<file path="config.mk">
export PLATFORM = sky130hd
export DESIGN_NAME = sph_core
export DESIGN_NICKNAME = d
export VERILOG_FILES = /design/src/sph_pkg.sv /design/src/sph_core.sv
export SDC_FILE = /design/constraint.sdc
export NUM_CORES = 2
export LEC_CHECK = 0
export ABC_CLOCK_PERIOD_IN_PS = 6750
export BUFFER_PORTS_ARGS = -buffer_cell sky130_fd_sc_hd__buf_2
export CORE_MARGIN = 3
export CORE_UTILIZATION = 54
export CTS_CLUSTER_SIZE = 20
export DETAILED_ROUTE_END_ITERATION = 8
export HOLD_SLACK_MARGIN = 0.05
export PLACE_DENSITY = 0.71
export SLEW_MARGIN = 20
export SYNTH_ARGS = -nofsm -noshare
export SYNTH_HDL_FRONTEND = slang
export SYNTH_SLANG_ARGS = --single-unit
</file>
<file path="constraint.sdc">
create_clock -name CLK_IN -period 6.75 [get_ports CLK_IN]
set_clock_uncertainty 0.15 [all_clocks]
set_input_delay 0.3375 -clock CLK_IN [delete_from_list [all_inputs] [get_ports CLK_IN]]
set_output_delay 0.3375 -clock CLK_IN [all_outputs]
set_load 0.02 [all_outputs]
</file>
<file path="src/sph_pkg.sv">
// Constants and types for the sanitize, partition and health block
package sph_pkg;
  localparam logic [7:0]  OPC_SANITIZE    = 8'h81;
  localparam logic [7:0]  OPC_PARAM       = 8'hB0;
  localparam logic [7:0]  OPC_FORMAT      = 8'hF7;
  localparam logic [7:0]  FEAT_SET_PARAM  = 8'hF0;
  localparam logic [7:0]  FEAT_SMART_STAT = 8'hDA;
  localparam logic [7:0]  FEAT_SAN_MASK   = 8'h00;
  localparam logic [7:0]  FEAT_SAN_DEF    = 8'h01;
  localparam logic [7:0]  FEAT_SAN_SETDEF = 8'h02;
  localparam logic [31:0] PID_FIRST       = 32'h0001_0000;
  localparam logic [31:0] PID_LAST        = 32'h0001_0007;
  localparam int          NUM_PART        = 4;
  localparam logic [3:0]  DEF_MASK_RST    = 4'h0;
  localparam logic [31:0] LEN_RST         = 32'h0000_0000;
  localparam int          SPARE_PCT       = 4;
  localparam int          HEALTH_PCT      = 95;
  localparam int          MOUNT_MS_4GB    = 2700;
  localparam int          MOUNT_MS_16GB   = 3200;
  localparam int          MOUNT_MS_128GB  = 8700;
  localparam int          CLK_MHZ         = 250;
  localparam int          CYC_PER_MS      = CLK_MHZ * 1000;
  localparam int          SECT_PER_GB     = 2097152;
  localparam logic [2:0]  BIST_UNITS      = 3'h6;

  typedef struct packed {
    logic [7:0]  opcode;
    logic [7:0]  feature;
    logic [3:0]  mask;
    logic [31:0] id;
    logic [31:0] value;
  } sph_cmd_t;

  typedef struct packed {
    logic        abort;
    logic        smart_fail;
    logic [31:0] spare_total;
    logic [31:0] spare_avail;
  } sph_rsp_t;

  typedef enum logic [2:0] {
    ST_BIST, ST_BIST_FAIL, ST_IDLE, ST_ERASE, ST_FMT, ST_MOUNT
  } sph_state_t;
endpackage

</file>
<file path="src/sph_core.sv">
// Sanitize partitions, spare health, format and power-up test logic
`timescale 1ns/100ps
module sph_core #(
  parameter int unsigned CAPACITY_GB = 4,
  parameter int unsigned SECTORS     = CAPACITY_GB * sph_pkg::SECT_PER_GB,
  parameter int unsigned BLOCKS      = 32768,
  parameter int unsigned MOUNT_CYC   = (CAPACITY_GB >= 128 ?
    sph_pkg::MOUNT_MS_128GB : CAPACITY_GB >= 16 ? sph_pkg::MOUNT_MS_16GB :
    sph_pkg::MOUNT_MS_4GB) * sph_pkg::CYC_PER_MS
) (
  input  wire logic              CLK_IN,          // 250 MHz clock
  input  wire logic              NRST_IN,         // Async reset, low
  input  wire logic              CMD_VALID_IN,    // Command strobe
  input  wire sph_pkg::sph_cmd_t CMD_IN,          // Command fields
  input  wire logic              MEDIA_FAIL_IN,   // Block op failed
  input  wire logic [31:0]       MEDIA_BLK_IN,    // Failing block
  input  wire logic              FMT_DONE_IN,     // Media format done
  input  wire logic              BIST_DONE_IN,    // Unit test finished
  input  wire logic              BIST_OK_IN,      // Unit test passed
  output logic                   CMD_READY_OUT,   // Idle, takes command
  output logic                   RSP_VALID_OUT,   // Response strobe
  output sph_pkg::sph_rsp_t      RSP_OUT,         // Response fields
  output logic                   ERASE_VALID_OUT, // Erase sector strobe
  output logic [31:0]            ERASE_LBA_OUT,   // Sector to erase
  output logic                   REMAP_VALID_OUT, // Remap strobe
  output logic [31:0]            REMAP_BAD_OUT,   // Block marked bad
  output logic [31:0]            REMAP_SPARE_OUT, // Spare taken
  output logic                   FMT_REQ_OUT,     // Format start pulse
  output logic                   BIST_REQ_OUT,    // Unit test start
  output logic [2:0]             BIST_SEL_OUT,    // Unit under test
  output logic                   BIST_FAIL_OUT    // Self test failed
);
  import sph_pkg::*;

  localparam int unsigned SPARE_TOTAL = BLOCKS * SPARE_PCT / 100;
  localparam logic [32:0] SECT_W = 33'(SECTORS);

  // Refuse sizes the sweep, spare pool or mount counter cannot serve
  if (SECTORS == 0 || BLOCKS < 100 || MOUNT_CYC == 0) begin : g_bad_par
    $error("sph_core: unusable parameter values");
  end

  sph_state_t  state_r, state_nxt;
  logic [31:0] start_r [NUM_PART];
  logic [31:0] len_r   [NUM_PART];
  logic [31:0] start_nxt [NUM_PART];
  logic [31:0] len_nxt   [NUM_PART];
  logic [3:0]  defmask_r, defmask_nxt, selmask_r, selmask_nxt;
  logic [31:0] lba_r, lba_nxt, cnt_r, cnt_nxt, used_r, used_nxt;
  logic [2:0]  idx_r, idx_nxt;
  logic        wait_r, wait_nxt;
  logic        rsp_valid_nxt, erase_valid_nxt, remap_valid_nxt;
  logic        fmt_req_nxt, bist_req_nxt, bist_fail_nxt;
  sph_rsp_t    rsp_nxt;
  logic [31:0] erase_lba_nxt, remap_bad_nxt, remap_spare_nxt;
  logic [NUM_PART-1:0] hit;
  logic        health_fail, take, spare_left;
  logic [1:0]  pidx;
  logic [32:0] sum_chk;

  // Sector hit test per partition; zero length never hits
  for (genvar i = 0; i < NUM_PART; i++) begin : g_hit
    assign hit[i] = selmask_r[i] && (len_r[i] != LEN_RST) &&
                    (lba_r >= start_r[i]) &&
                    ((lba_r - start_r[i]) < len_r[i]);
  end

  // Health: equal to the limit counts as failed
  assign health_fail = (64'(used_r) * 64'(100)) >=
                       (64'(SPARE_TOTAL) * 64'(HEALTH_PCT));
  assign spare_left  = used_r < SPARE_TOTAL;
  assign take        = CMD_VALID_IN && CMD_READY_OUT;
  assign pidx        = CMD_IN.id[2:1];
  assign sum_chk     = CMD_IN.id[0] ?
                       {1'b0, start_r[pidx]} + {1'b0, CMD_IN.value} :
                       {1'b0, CMD_IN.value} + {1'b0, len_r[pidx]};

  // Next state for sequencing, configuration and outputs
  always_comb begin
    state_nxt       = state_r;
    start_nxt       = start_r;
    len_nxt         = len_r;
    defmask_nxt     = defmask_r;
    selmask_nxt     = selmask_r;
    lba_nxt         = lba_r;
    cnt_nxt         = cnt_r;
    used_nxt        = used_r;
    idx_nxt         = idx_r;
    wait_nxt        = wait_r;
    rsp_valid_nxt   = 1'b0;
    rsp_nxt         = RSP_OUT;
    erase_valid_nxt = 1'b0;
    erase_lba_nxt   = ERASE_LBA_OUT;
    remap_valid_nxt = 1'b0;
    remap_bad_nxt   = REMAP_BAD_OUT;
    remap_spare_nxt = REMAP_SPARE_OUT;
    fmt_req_nxt     = 1'b0;
    bist_req_nxt    = 1'b0;
    bist_fail_nxt   = BIST_FAIL_OUT;
    // Autonomous remap of a failed block to the next spare
    if (MEDIA_FAIL_IN && spare_left) begin
      remap_valid_nxt = 1'b1;
      remap_bad_nxt   = MEDIA_BLK_IN;
      remap_spare_nxt = 32'(BLOCKS - SPARE_TOTAL) + used_r;
      used_nxt        = used_r + 32'h0000_0001;
    end
    unique case (state_r)
      ST_BIST: begin
        if (!wait_r) begin
          bist_req_nxt = 1'b1;
          wait_nxt     = 1'b1;
        end else if (BIST_DONE_IN) begin
          wait_nxt = 1'b0;
          if (!BIST_OK_IN) begin
            bist_fail_nxt = 1'b1;
            state_nxt     = ST_BIST_FAIL;
          end else if (idx_r == BIST_UNITS - 3'h1) begin
            state_nxt = ST_IDLE;
          end else begin
            idx_nxt = idx_r + 3'h1;
          end
        end
      end
      ST_BIST_FAIL: state_nxt = ST_BIST_FAIL;
      ST_IDLE: begin
        if (take) begin
          rsp_nxt = '{abort: 1'b0, smart_fail: 1'b0,
                      spare_total: 32'(SPARE_TOTAL),
                      spare_avail: 32'(SPARE_TOTAL) - used_r};
          rsp_valid_nxt = 1'b1;
          if (CMD_IN.opcode == OPC_PARAM &&
              CMD_IN.feature == FEAT_SET_PARAM) begin
            // Start or length per partition, range checked
            if (CMD_IN.id < PID_FIRST || CMD_IN.id > PID_LAST ||
                sum_chk > SECT_W ||
                (!CMD_IN.id[0] && CMD_IN.value >= SECTORS))
              rsp_nxt.abort = 1'b1;
            else if (CMD_IN.id[0])
              len_nxt[pidx] = CMD_IN.value;
            else
              start_nxt[pidx] = CMD_IN.value;
          end else if (CMD_IN.opcode == OPC_PARAM &&
                       CMD_IN.feature == FEAT_SMART_STAT) begin
            rsp_nxt.smart_fail = health_fail;
          end else if (CMD_IN.opcode == OPC_SANITIZE &&
                       CMD_IN.feature == FEAT_SAN_SETDEF) begin
            defmask_nxt = CMD_IN.mask;
          end else if (CMD_IN.opcode == OPC_SANITIZE &&
                       (CMD_IN.feature == FEAT_SAN_MASK ||
                        CMD_IN.feature == FEAT_SAN_DEF)) begin
            selmask_nxt   = (CMD_IN.feature == FEAT_SAN_DEF) ?
                            defmask_r : CMD_IN.mask;
            lba_nxt       = 32'h0000_0000;
            rsp_valid_nxt = 1'b0;
            state_nxt     = ST_ERASE;
          end else if (CMD_IN.opcode == OPC_FORMAT) begin
            fmt_req_nxt   = 1'b1;
            rsp_valid_nxt = 1'b0;
            state_nxt     = ST_FMT;
          end else begin
            rsp_nxt.abort = 1'b1;
          end
        end
      end
      ST_ERASE: begin
        // Walk all sectors once; erase those in any selected range
        erase_valid_nxt = |hit;
        erase_lba_nxt   = lba_r;
        lba_nxt         = lba_r + 32'h0000_0001;
        if (lba_r == SECTORS - 1) begin
          rsp_valid_nxt = 1'b1;
          rsp_nxt.abort = 1'b0;
          state_nxt     = ST_IDLE;
        end
      end
      ST_FMT: begin
        if (FMT_DONE_IN) begin
          cnt_nxt   = MOUNT_CYC - 1;
          state_nxt = ST_MOUNT;
        end
      end
      ST_MOUNT: begin
        cnt_nxt = cnt_r - 32'h0000_0001;
        if (cnt_r == 32'h0000_0000) begin
          rsp_valid_nxt = 1'b1;
          rsp_nxt.abort = 1'b0;
          state_nxt     = ST_IDLE;
        end
      end
    endcase
  end

  // Register all state and outputs
  always_ff @(posedge CLK_IN or negedge NRST_IN) begin
    if (!NRST_IN) begin
      state_r         <= ST_BIST;
      for (int i = 0; i < NUM_PART; i++) begin
        start_r[i] <= LEN_RST;
        len_r[i]   <= LEN_RST;
      end
      defmask_r       <= DEF_MASK_RST;
      selmask_r       <= 4'h0;
      lba_r           <= 32'h0000_0000;
      cnt_r           <= 32'h0000_0000;
      used_r          <= 32'h0000_0000;
      idx_r           <= 3'h0;
      wait_r          <= 1'b0;
      CMD_READY_OUT   <= 1'b0;
      RSP_VALID_OUT   <= 1'b0;
      RSP_OUT         <= '0;
      ERASE_VALID_OUT <= 1'b0;
      ERASE_LBA_OUT   <= 32'h0000_0000;
      REMAP_VALID_OUT <= 1'b0;
      REMAP_BAD_OUT   <= 32'h0000_0000;
      REMAP_SPARE_OUT <= 32'h0000_0000;
      FMT_REQ_OUT     <= 1'b0;
      BIST_REQ_OUT    <= 1'b0;
      BIST_SEL_OUT    <= 3'h0;
      BIST_FAIL_OUT   <= 1'b0;
    end else begin
      state_r         <= state_nxt;
      start_r         <= start_nxt;
      len_r           <= len_nxt;
      defmask_r       <= defmask_nxt;
      selmask_r       <= selmask_nxt;
      lba_r           <= lba_nxt;
      cnt_r           <= cnt_nxt;
      used_r          <= used_nxt;
      idx_r           <= idx_nxt;
      wait_r          <= wait_nxt;
      CMD_READY_OUT   <= (state_nxt == ST_IDLE);
      RSP_VALID_OUT   <= rsp_valid_nxt;
      RSP_OUT         <= rsp_nxt;
      ERASE_VALID_OUT <= erase_valid_nxt;
      ERASE_LBA_OUT   <= erase_lba_nxt;
      REMAP_VALID_OUT <= remap_valid_nxt;
      REMAP_BAD_OUT   <= remap_bad_nxt;
      REMAP_SPARE_OUT <= remap_spare_nxt;
      FMT_REQ_OUT     <= fmt_req_nxt;
      BIST_REQ_OUT    <= bist_req_nxt;
      BIST_SEL_OUT    <= idx_nxt;
      BIST_FAIL_OUT   <= bist_fail_nxt;
    end
  end

  logic all_zero;
  assign all_zero = (len_r[0] | len_r[1] | len_r[2] | len_r[3]) == LEN_RST;
endmodule // sph_core

</file>
==> results_tabular.tex <==
\begin{tabular}{lr}
\hline
Metric & Value \\
\hline
\multicolumn{2}{l}{\textbf{STA}} \\
\quad RSZ-0062 raised after global routing & false \\
\quad Slew at the pin with the worst max-slew slack & 0.986 ns \\
\quad Sum of negative setup slack & 0 ns \\
\quad Smallest setup slack after layout & 0.420 ns \\
\quad Tcrit/Tclk final & 0.938 \\
\quad Max Fclk & 0.158 GHz \\
\quad Number of endpoints failing setup at the final stage & 0 \\
\quad Tmin final & 6.33 ns \\
\quad Max\_slew headroom & 0.340 \\
\quad Number of endpoints with negative hold slack in the final report & 0 \\
\quad Max-slew violation count & 0 \\
\multicolumn{2}{l}{\textbf{Clock tree}} \\
\quad Clock net sink count & 505 \\
\quad Clock latency at the later pin of the worst-skew pair & 0.62 ns \\
\quad Master cell of the clock root buffer & sky130\_fd\_sc\_hd\_\_clkbuf\_16 \\
\quad Number of levels in the clock H-tree & 2 \\
\quad Number of buffers added by the clock tree synthesis step & 55 \\
\quad Max clock buf depth & 3 \\
\quad Worst-path clk slew & 0.06 ns \\
\quad TritonCTS clock tree & built \\
\multicolumn{2}{l}{\textbf{Yosys}} \\
\quad Cell count after synthesis & 4068 \\
\quad Fraction of the yosys area taken by sequential cells & 0.327 \\
\quad FFs w/ async S/R, synth & 1.00 \\
\quad Netlist cell types & 84 \\
\quad Most frequently used flop master after synthesis & sky130\_fd\_sc\_hd\_\_dfrtp\_1 \\
\quad Average cell area after synthesis & 9.50 sq um \\
\quad Number of warnings issued by yosys & 0 \\
\quad Synth Cell Area & 38700 sq um \\
\quad Number of synthesized flops with an enable pin & 0 \\
\quad Count of state elements after synthesis & 505 \\
\multicolumn{2}{l}{\textbf{Floorplanning}} \\
\quad I/O pin cnt & 295 \\
\quad Starting Density & 0.548 \\
\quad Height of the chip & 274 um \\
\quad FP Rows & 97 \\
\quad Core Box Area & 70500 sq um \\
\quad Horiz. Die Dim & 274 um \\
\quad Die area & 74800 sq um \\
\multicolumn{2}{l}{\textbf{Cells and area}} \\
\quad Fraction of final layout cells sized beyond drive strength 1 & 0.146 \\
\quad Fill cell instance count of the final layout & 5934 \\
\quad Area growth from synthesis to layout & 12.5\% \\
\quad Post-layout instance count excluding filler cells & 5375 \\
\quad Final antenna diode count & 0 \\
\quad Final \#Nets & 4967 \\
\quad Utilization after layout & 0.617 \\
\multicolumn{2}{l}{\textbf{Critical path}} \\
\quad Required time at the endpoint of the critical path & 7.16 ns \\
\quad Worst setup SP type & register \\
\quad Critical Path Sink Type & register \\
\quad Critical path type & reg2reg \\
\quad Worst reg-to-reg path cell count & 24 \\
\quad Worst-path fanout max & 5 \\
\quad Critical path data arrival time & 6.74 ns \\
\multicolumn{2}{l}{\textbf{Global route}} \\
\quad Via count of the first global-routing pass & 31100 \\
\quad Total global routing overflow & 0 \\
\quad Number of antenna violations at the first check in global routing & 2 \\
\quad First-pass GRT wire length & 177000 um \\
\quad Largest net degree at the start of global routing & 140 \\
\quad Overall fraction of global-route tracks in use & 0.303 \\
\multicolumn{2}{l}{\textbf{Pwr}} \\
\quad Total power after layout & 6.58 mW \\
\quad Static leakage power & 21.3 nW \\
\quad Worst IR drop on VDD & 186 uV \\
\quad Power density cells & 151 nW/um\^{}2 \\
\multicolumn{2}{l}{\textbf{Outcome}} \\
\quad Run status & complete, no violations \\
\multicolumn{2}{l}{\textbf{Route}} \\
\quad DRC violation total after the first TritonRoute iteration & 2470 \\
\quad DR vias & 31800 \\
\quad DRC violation count after routing & 0 \\
\quad Avg WL per Cell & 21.3 um \\
\quad Number of search-and-repair iterations in the first detailed-routing pass & 6 \\
\quad Remaining number of nets flagged by the antenna check after routing & 0 \\
\quad Routed vias/inst & 5.92 \\
\quad Final Routed Wirelength & 115000 um \\
\multicolumn{2}{l}{\textbf{Placed design}} \\
\quad Count of input and output buffers & 268 \\
\quad Placer congestion estimate & 0.995 \\
\quad Setup WS pre-CTS & 0.390 ns \\
\quad Dpl cells & 5200 \\
\quad Final HPWL from detailed placement & 89900 um \\
\multicolumn{2}{l}{\textbf{Worst hold path}} \\
\quad Worst hold path class & in2reg \\
\quad Number of instances on the worst hold path & 4 \\
\multicolumn{2}{l}{\textbf{Job}} \\
\quad Max-cap violations & 0 \\
\hline
\end{tabular}
-- per-layer routing --
layer,up-vias,share of wire,routed length (um),global-route usage
met2,1062,0.45,52000,0.481
met5,-,0,0,0
met1,15500,0.44,50000,0.418
met4,0,0.032,3710,0.0954
li1,15000,-,-,-
met3,169,0.078,8900,0.0594
-- layout by cell type, fill, tap and decap left out, types with 11 or more instances in the layout --
cell                            netlist  layout
sky130_fd_sc_hd__a211o_1             11      11
sky130_fd_sc_hd__a211oi_1            19      19
sky130_fd_sc_hd__a21boi_0            15      15
sky130_fd_sc_hd__a21o_1             108     108
sky130_fd_sc_hd__a21oi_1            235     235
sky130_fd_sc_hd__a31oi_1             22      22
sky130_fd_sc_hd__and2_1              15      14
sky130_fd_sc_hd__and3_1              32      32
sky130_fd_sc_hd__buf_2                3     266
sky130_fd_sc_hd__buf_4               39      34
sky130_fd_sc_hd__clkbuf_1            65      12
sky130_fd_sc_hd__clkbuf_16            0      55
sky130_fd_sc_hd__conb_1               1      26
sky130_fd_sc_hd__dfrtp_1            505     505
sky130_fd_sc_hd__dlygate4sd3_1        0      72
sky130_fd_sc_hd__fa_1                32      32
sky130_fd_sc_hd__ha_1               423     423
sky130_fd_sc_hd__inv_1              449     449
sky130_fd_sc_hd__mux2_1             141     141
sky130_fd_sc_hd__mux2_2             146     146
sky130_fd_sc_hd__mux2i_1             14      14
sky130_fd_sc_hd__mux4_2              64      64
sky130_fd_sc_hd__nand2_1            313     311
sky130_fd_sc_hd__nand2b_1            34      34
sky130_fd_sc_hd__nand3_1             79      79
sky130_fd_sc_hd__nand4_1             74      74
sky130_fd_sc_hd__nor2_1             252     252
sky130_fd_sc_hd__nor2b_1             40      40
sky130_fd_sc_hd__nor3_1              80      79
sky130_fd_sc_hd__nor4_1              63      62
sky130_fd_sc_hd__o211ai_1            18      18
sky130_fd_sc_hd__o21a_1              55      55
sky130_fd_sc_hd__o21ai_0            204     203
sky130_fd_sc_hd__o21bai_1            34      34
sky130_fd_sc_hd__o31ai_1             18      18
sky130_fd_sc_hd__or3_1               26      26
sky130_fd_sc_hd__xnor2_1            200     200
sky130_fd_sc_hd__xor2_1              49      49
-- critical path, stage by stage (launching register included) --
cell                        delay (ns)
sky130_fd_sc_hd__dfrtp_1          0.41
sky130_fd_sc_hd__inv_1            0.23
sky130_fd_sc_hd__ha_1             0.22
sky130_fd_sc_hd__inv_1            0.06
sky130_fd_sc_hd__fa_1             0.42
sky130_fd_sc_hd__a21o_1           0.17
sky130_fd_sc_hd__a21oi_1          0.29
sky130_fd_sc_hd__o221ai_1         0.30
sky130_fd_sc_hd__and3_1           0.29
sky130_fd_sc_hd__o311a_1          0.39
sky130_fd_sc_hd__o21ai_1          0.36
sky130_fd_sc_hd__o21ai_0          0.17
sky130_fd_sc_hd__a21oi_1          0.24
sky130_fd_sc_hd__o21bai_1         0.09
sky130_fd_sc_hd__a21oi_1          0.17
sky130_fd_sc_hd__xnor2_1          0.16
sky130_fd_sc_hd__ha_1             0.30
sky130_fd_sc_hd__a21o_1           0.19
sky130_fd_sc_hd__a21oi_1          0.21
sky130_fd_sc_hd__o21ai_0          0.18
sky130_fd_sc_hd__nor4_1           0.44
sky130_fd_sc_hd__o2111ai_1        0.32
sky130_fd_sc_hd__o31ai_1          0.14
sky130_fd_sc_hd__o21a_1           0.21
sky130_fd_sc_hd__a31o_2           0.14
-- power by group --
group | switching, mW | internal, mW | leakage (nW)
Sequential | 0 | 3.03 | 6.67
Combinational | 0.207 | 0.113 | 13.7
Clock | 1.31 | 1.93 | 0.932
-- flip-flops by register name, indices dropped and copies added, names as in the netlist, 3 cells and up --
| name | cells |
|---|---|
| len_r | 128 |
| start_r | 128 |
| RSP_OUT | 35 |
| ERASE_LBA_OUT | 32 |
| REMAP_BAD_OUT | 32 |
| REMAP_SPARE_OUT | 32 |
| cnt_r | 32 |
| lba_r | 32 |
| used_r | 32 |
| defmask_r | 4 |
| selmask_r | 4 |
| idx_r | 3 |
| state_r | 3 |
-- final cells by class --
class / instances / area (sq um) / area share
sequential: 505 / 12600 / 0.290
multi-input combinational: 3000 / 23700 / 0.544
clock buffer: 74 / 1520 / 0.0349
inverter: 449 / 1690 / 0.0387
timing repair buffer: 378 / 2420 / 0.0557
tap: 940 / 1180 / 0.0270
clock inverter: 29 / 405 / 0.00932
-- cell families (layout without fill, tap and decap cells) --
logic type / after synthesis / after routing / share of synthesized area
flip-flops: 505 / 505 / 0.327
AND/OR/NAND/NOR: 1064 / 1064 / 0.136
other: 1 / 26 / 0.0000970
AO/OA/AOI/OAI: 841 / 841 / 0.138
buffers and inverters: 588 / 930 / 0.0641
XOR/XNOR: 249 / 249 / 0.0564
adder cells (fa/ha/maj): 455 / 455 / 0.153
multiplexers: 365 / 365 / 0.124
-- what timing repair did --
item | CTS | global route
hold buffers | 72 | 0
endpoints found under the setup margin | 0 | 1
buffers inserted | 0 | 0
gates resized for setup | 0 | 1
endpoints found under the hold margin | 351 | 0
-- stage by stage --
stage               cell area, sq um  hold WS, ns
floorplan                      38800       -0.108
global placement               40900        0.261
detailed placement             40900        0.266
CTS                            43500       0.0816
global route                   43500        0.113
finish                         43500        0.115
-- worst paths after layout --
path	startpoint	endpoint	slack, ns
setup / recovery	lba_r[0]	ERASE_VALID_OUT	0.42
hold / removal	CMD_IN[80]	FMT_REQ_OUT	0.11
setup reg to reg	lba_r[0]	ERASE_VALID_OUT	0.42
hold reg to reg	wait_r	BIST_REQ_OUT	0.31
max in group asynchronous	NRST_IN	start_r[69]	4.81
min in group asynchronous	NRST_IN	len_r[93]	0.15
-- cells in the mapped netlist, types with 34 or more instances --
cell / n / area, sq um
sky130_fd_sc_hd__a21o_1: 108 / 811
sky130_fd_sc_hd__a21oi_1: 235 / 1180
sky130_fd_sc_hd__buf_4: 39 / 293
sky130_fd_sc_hd__clkbuf_1: 65 / 244
sky130_fd_sc_hd__dfrtp_1: 505 / 12600
sky130_fd_sc_hd__ha_1: 423 / 5290
sky130_fd_sc_hd__inv_1: 449 / 1690
sky130_fd_sc_hd__mux2_1: 141 / 1590
sky130_fd_sc_hd__mux2_2: 146 / 1640
sky130_fd_sc_hd__mux4_2: 64 / 1440
sky130_fd_sc_hd__nand2_1: 313 / 1170
sky130_fd_sc_hd__nand2b_1: 34 / 213
sky130_fd_sc_hd__nand3_1: 79 / 395
sky130_fd_sc_hd__nand4_1: 74 / 463
sky130_fd_sc_hd__nor2_1: 252 / 946
sky130_fd_sc_hd__nor2b_1: 40 / 250
sky130_fd_sc_hd__nor3_1: 80 / 400
sky130_fd_sc_hd__nor4_1: 63 / 394
sky130_fd_sc_hd__o21a_1: 55 / 413
sky130_fd_sc_hd__o21ai_0: 204 / 1020
sky130_fd_sc_hd__o21bai_1: 34 / 255
sky130_fd_sc_hd__xnor2_1: 200 / 1750
sky130_fd_sc_hd__xor2_1: 49 / 429
(Power assumes the default switching activity.)
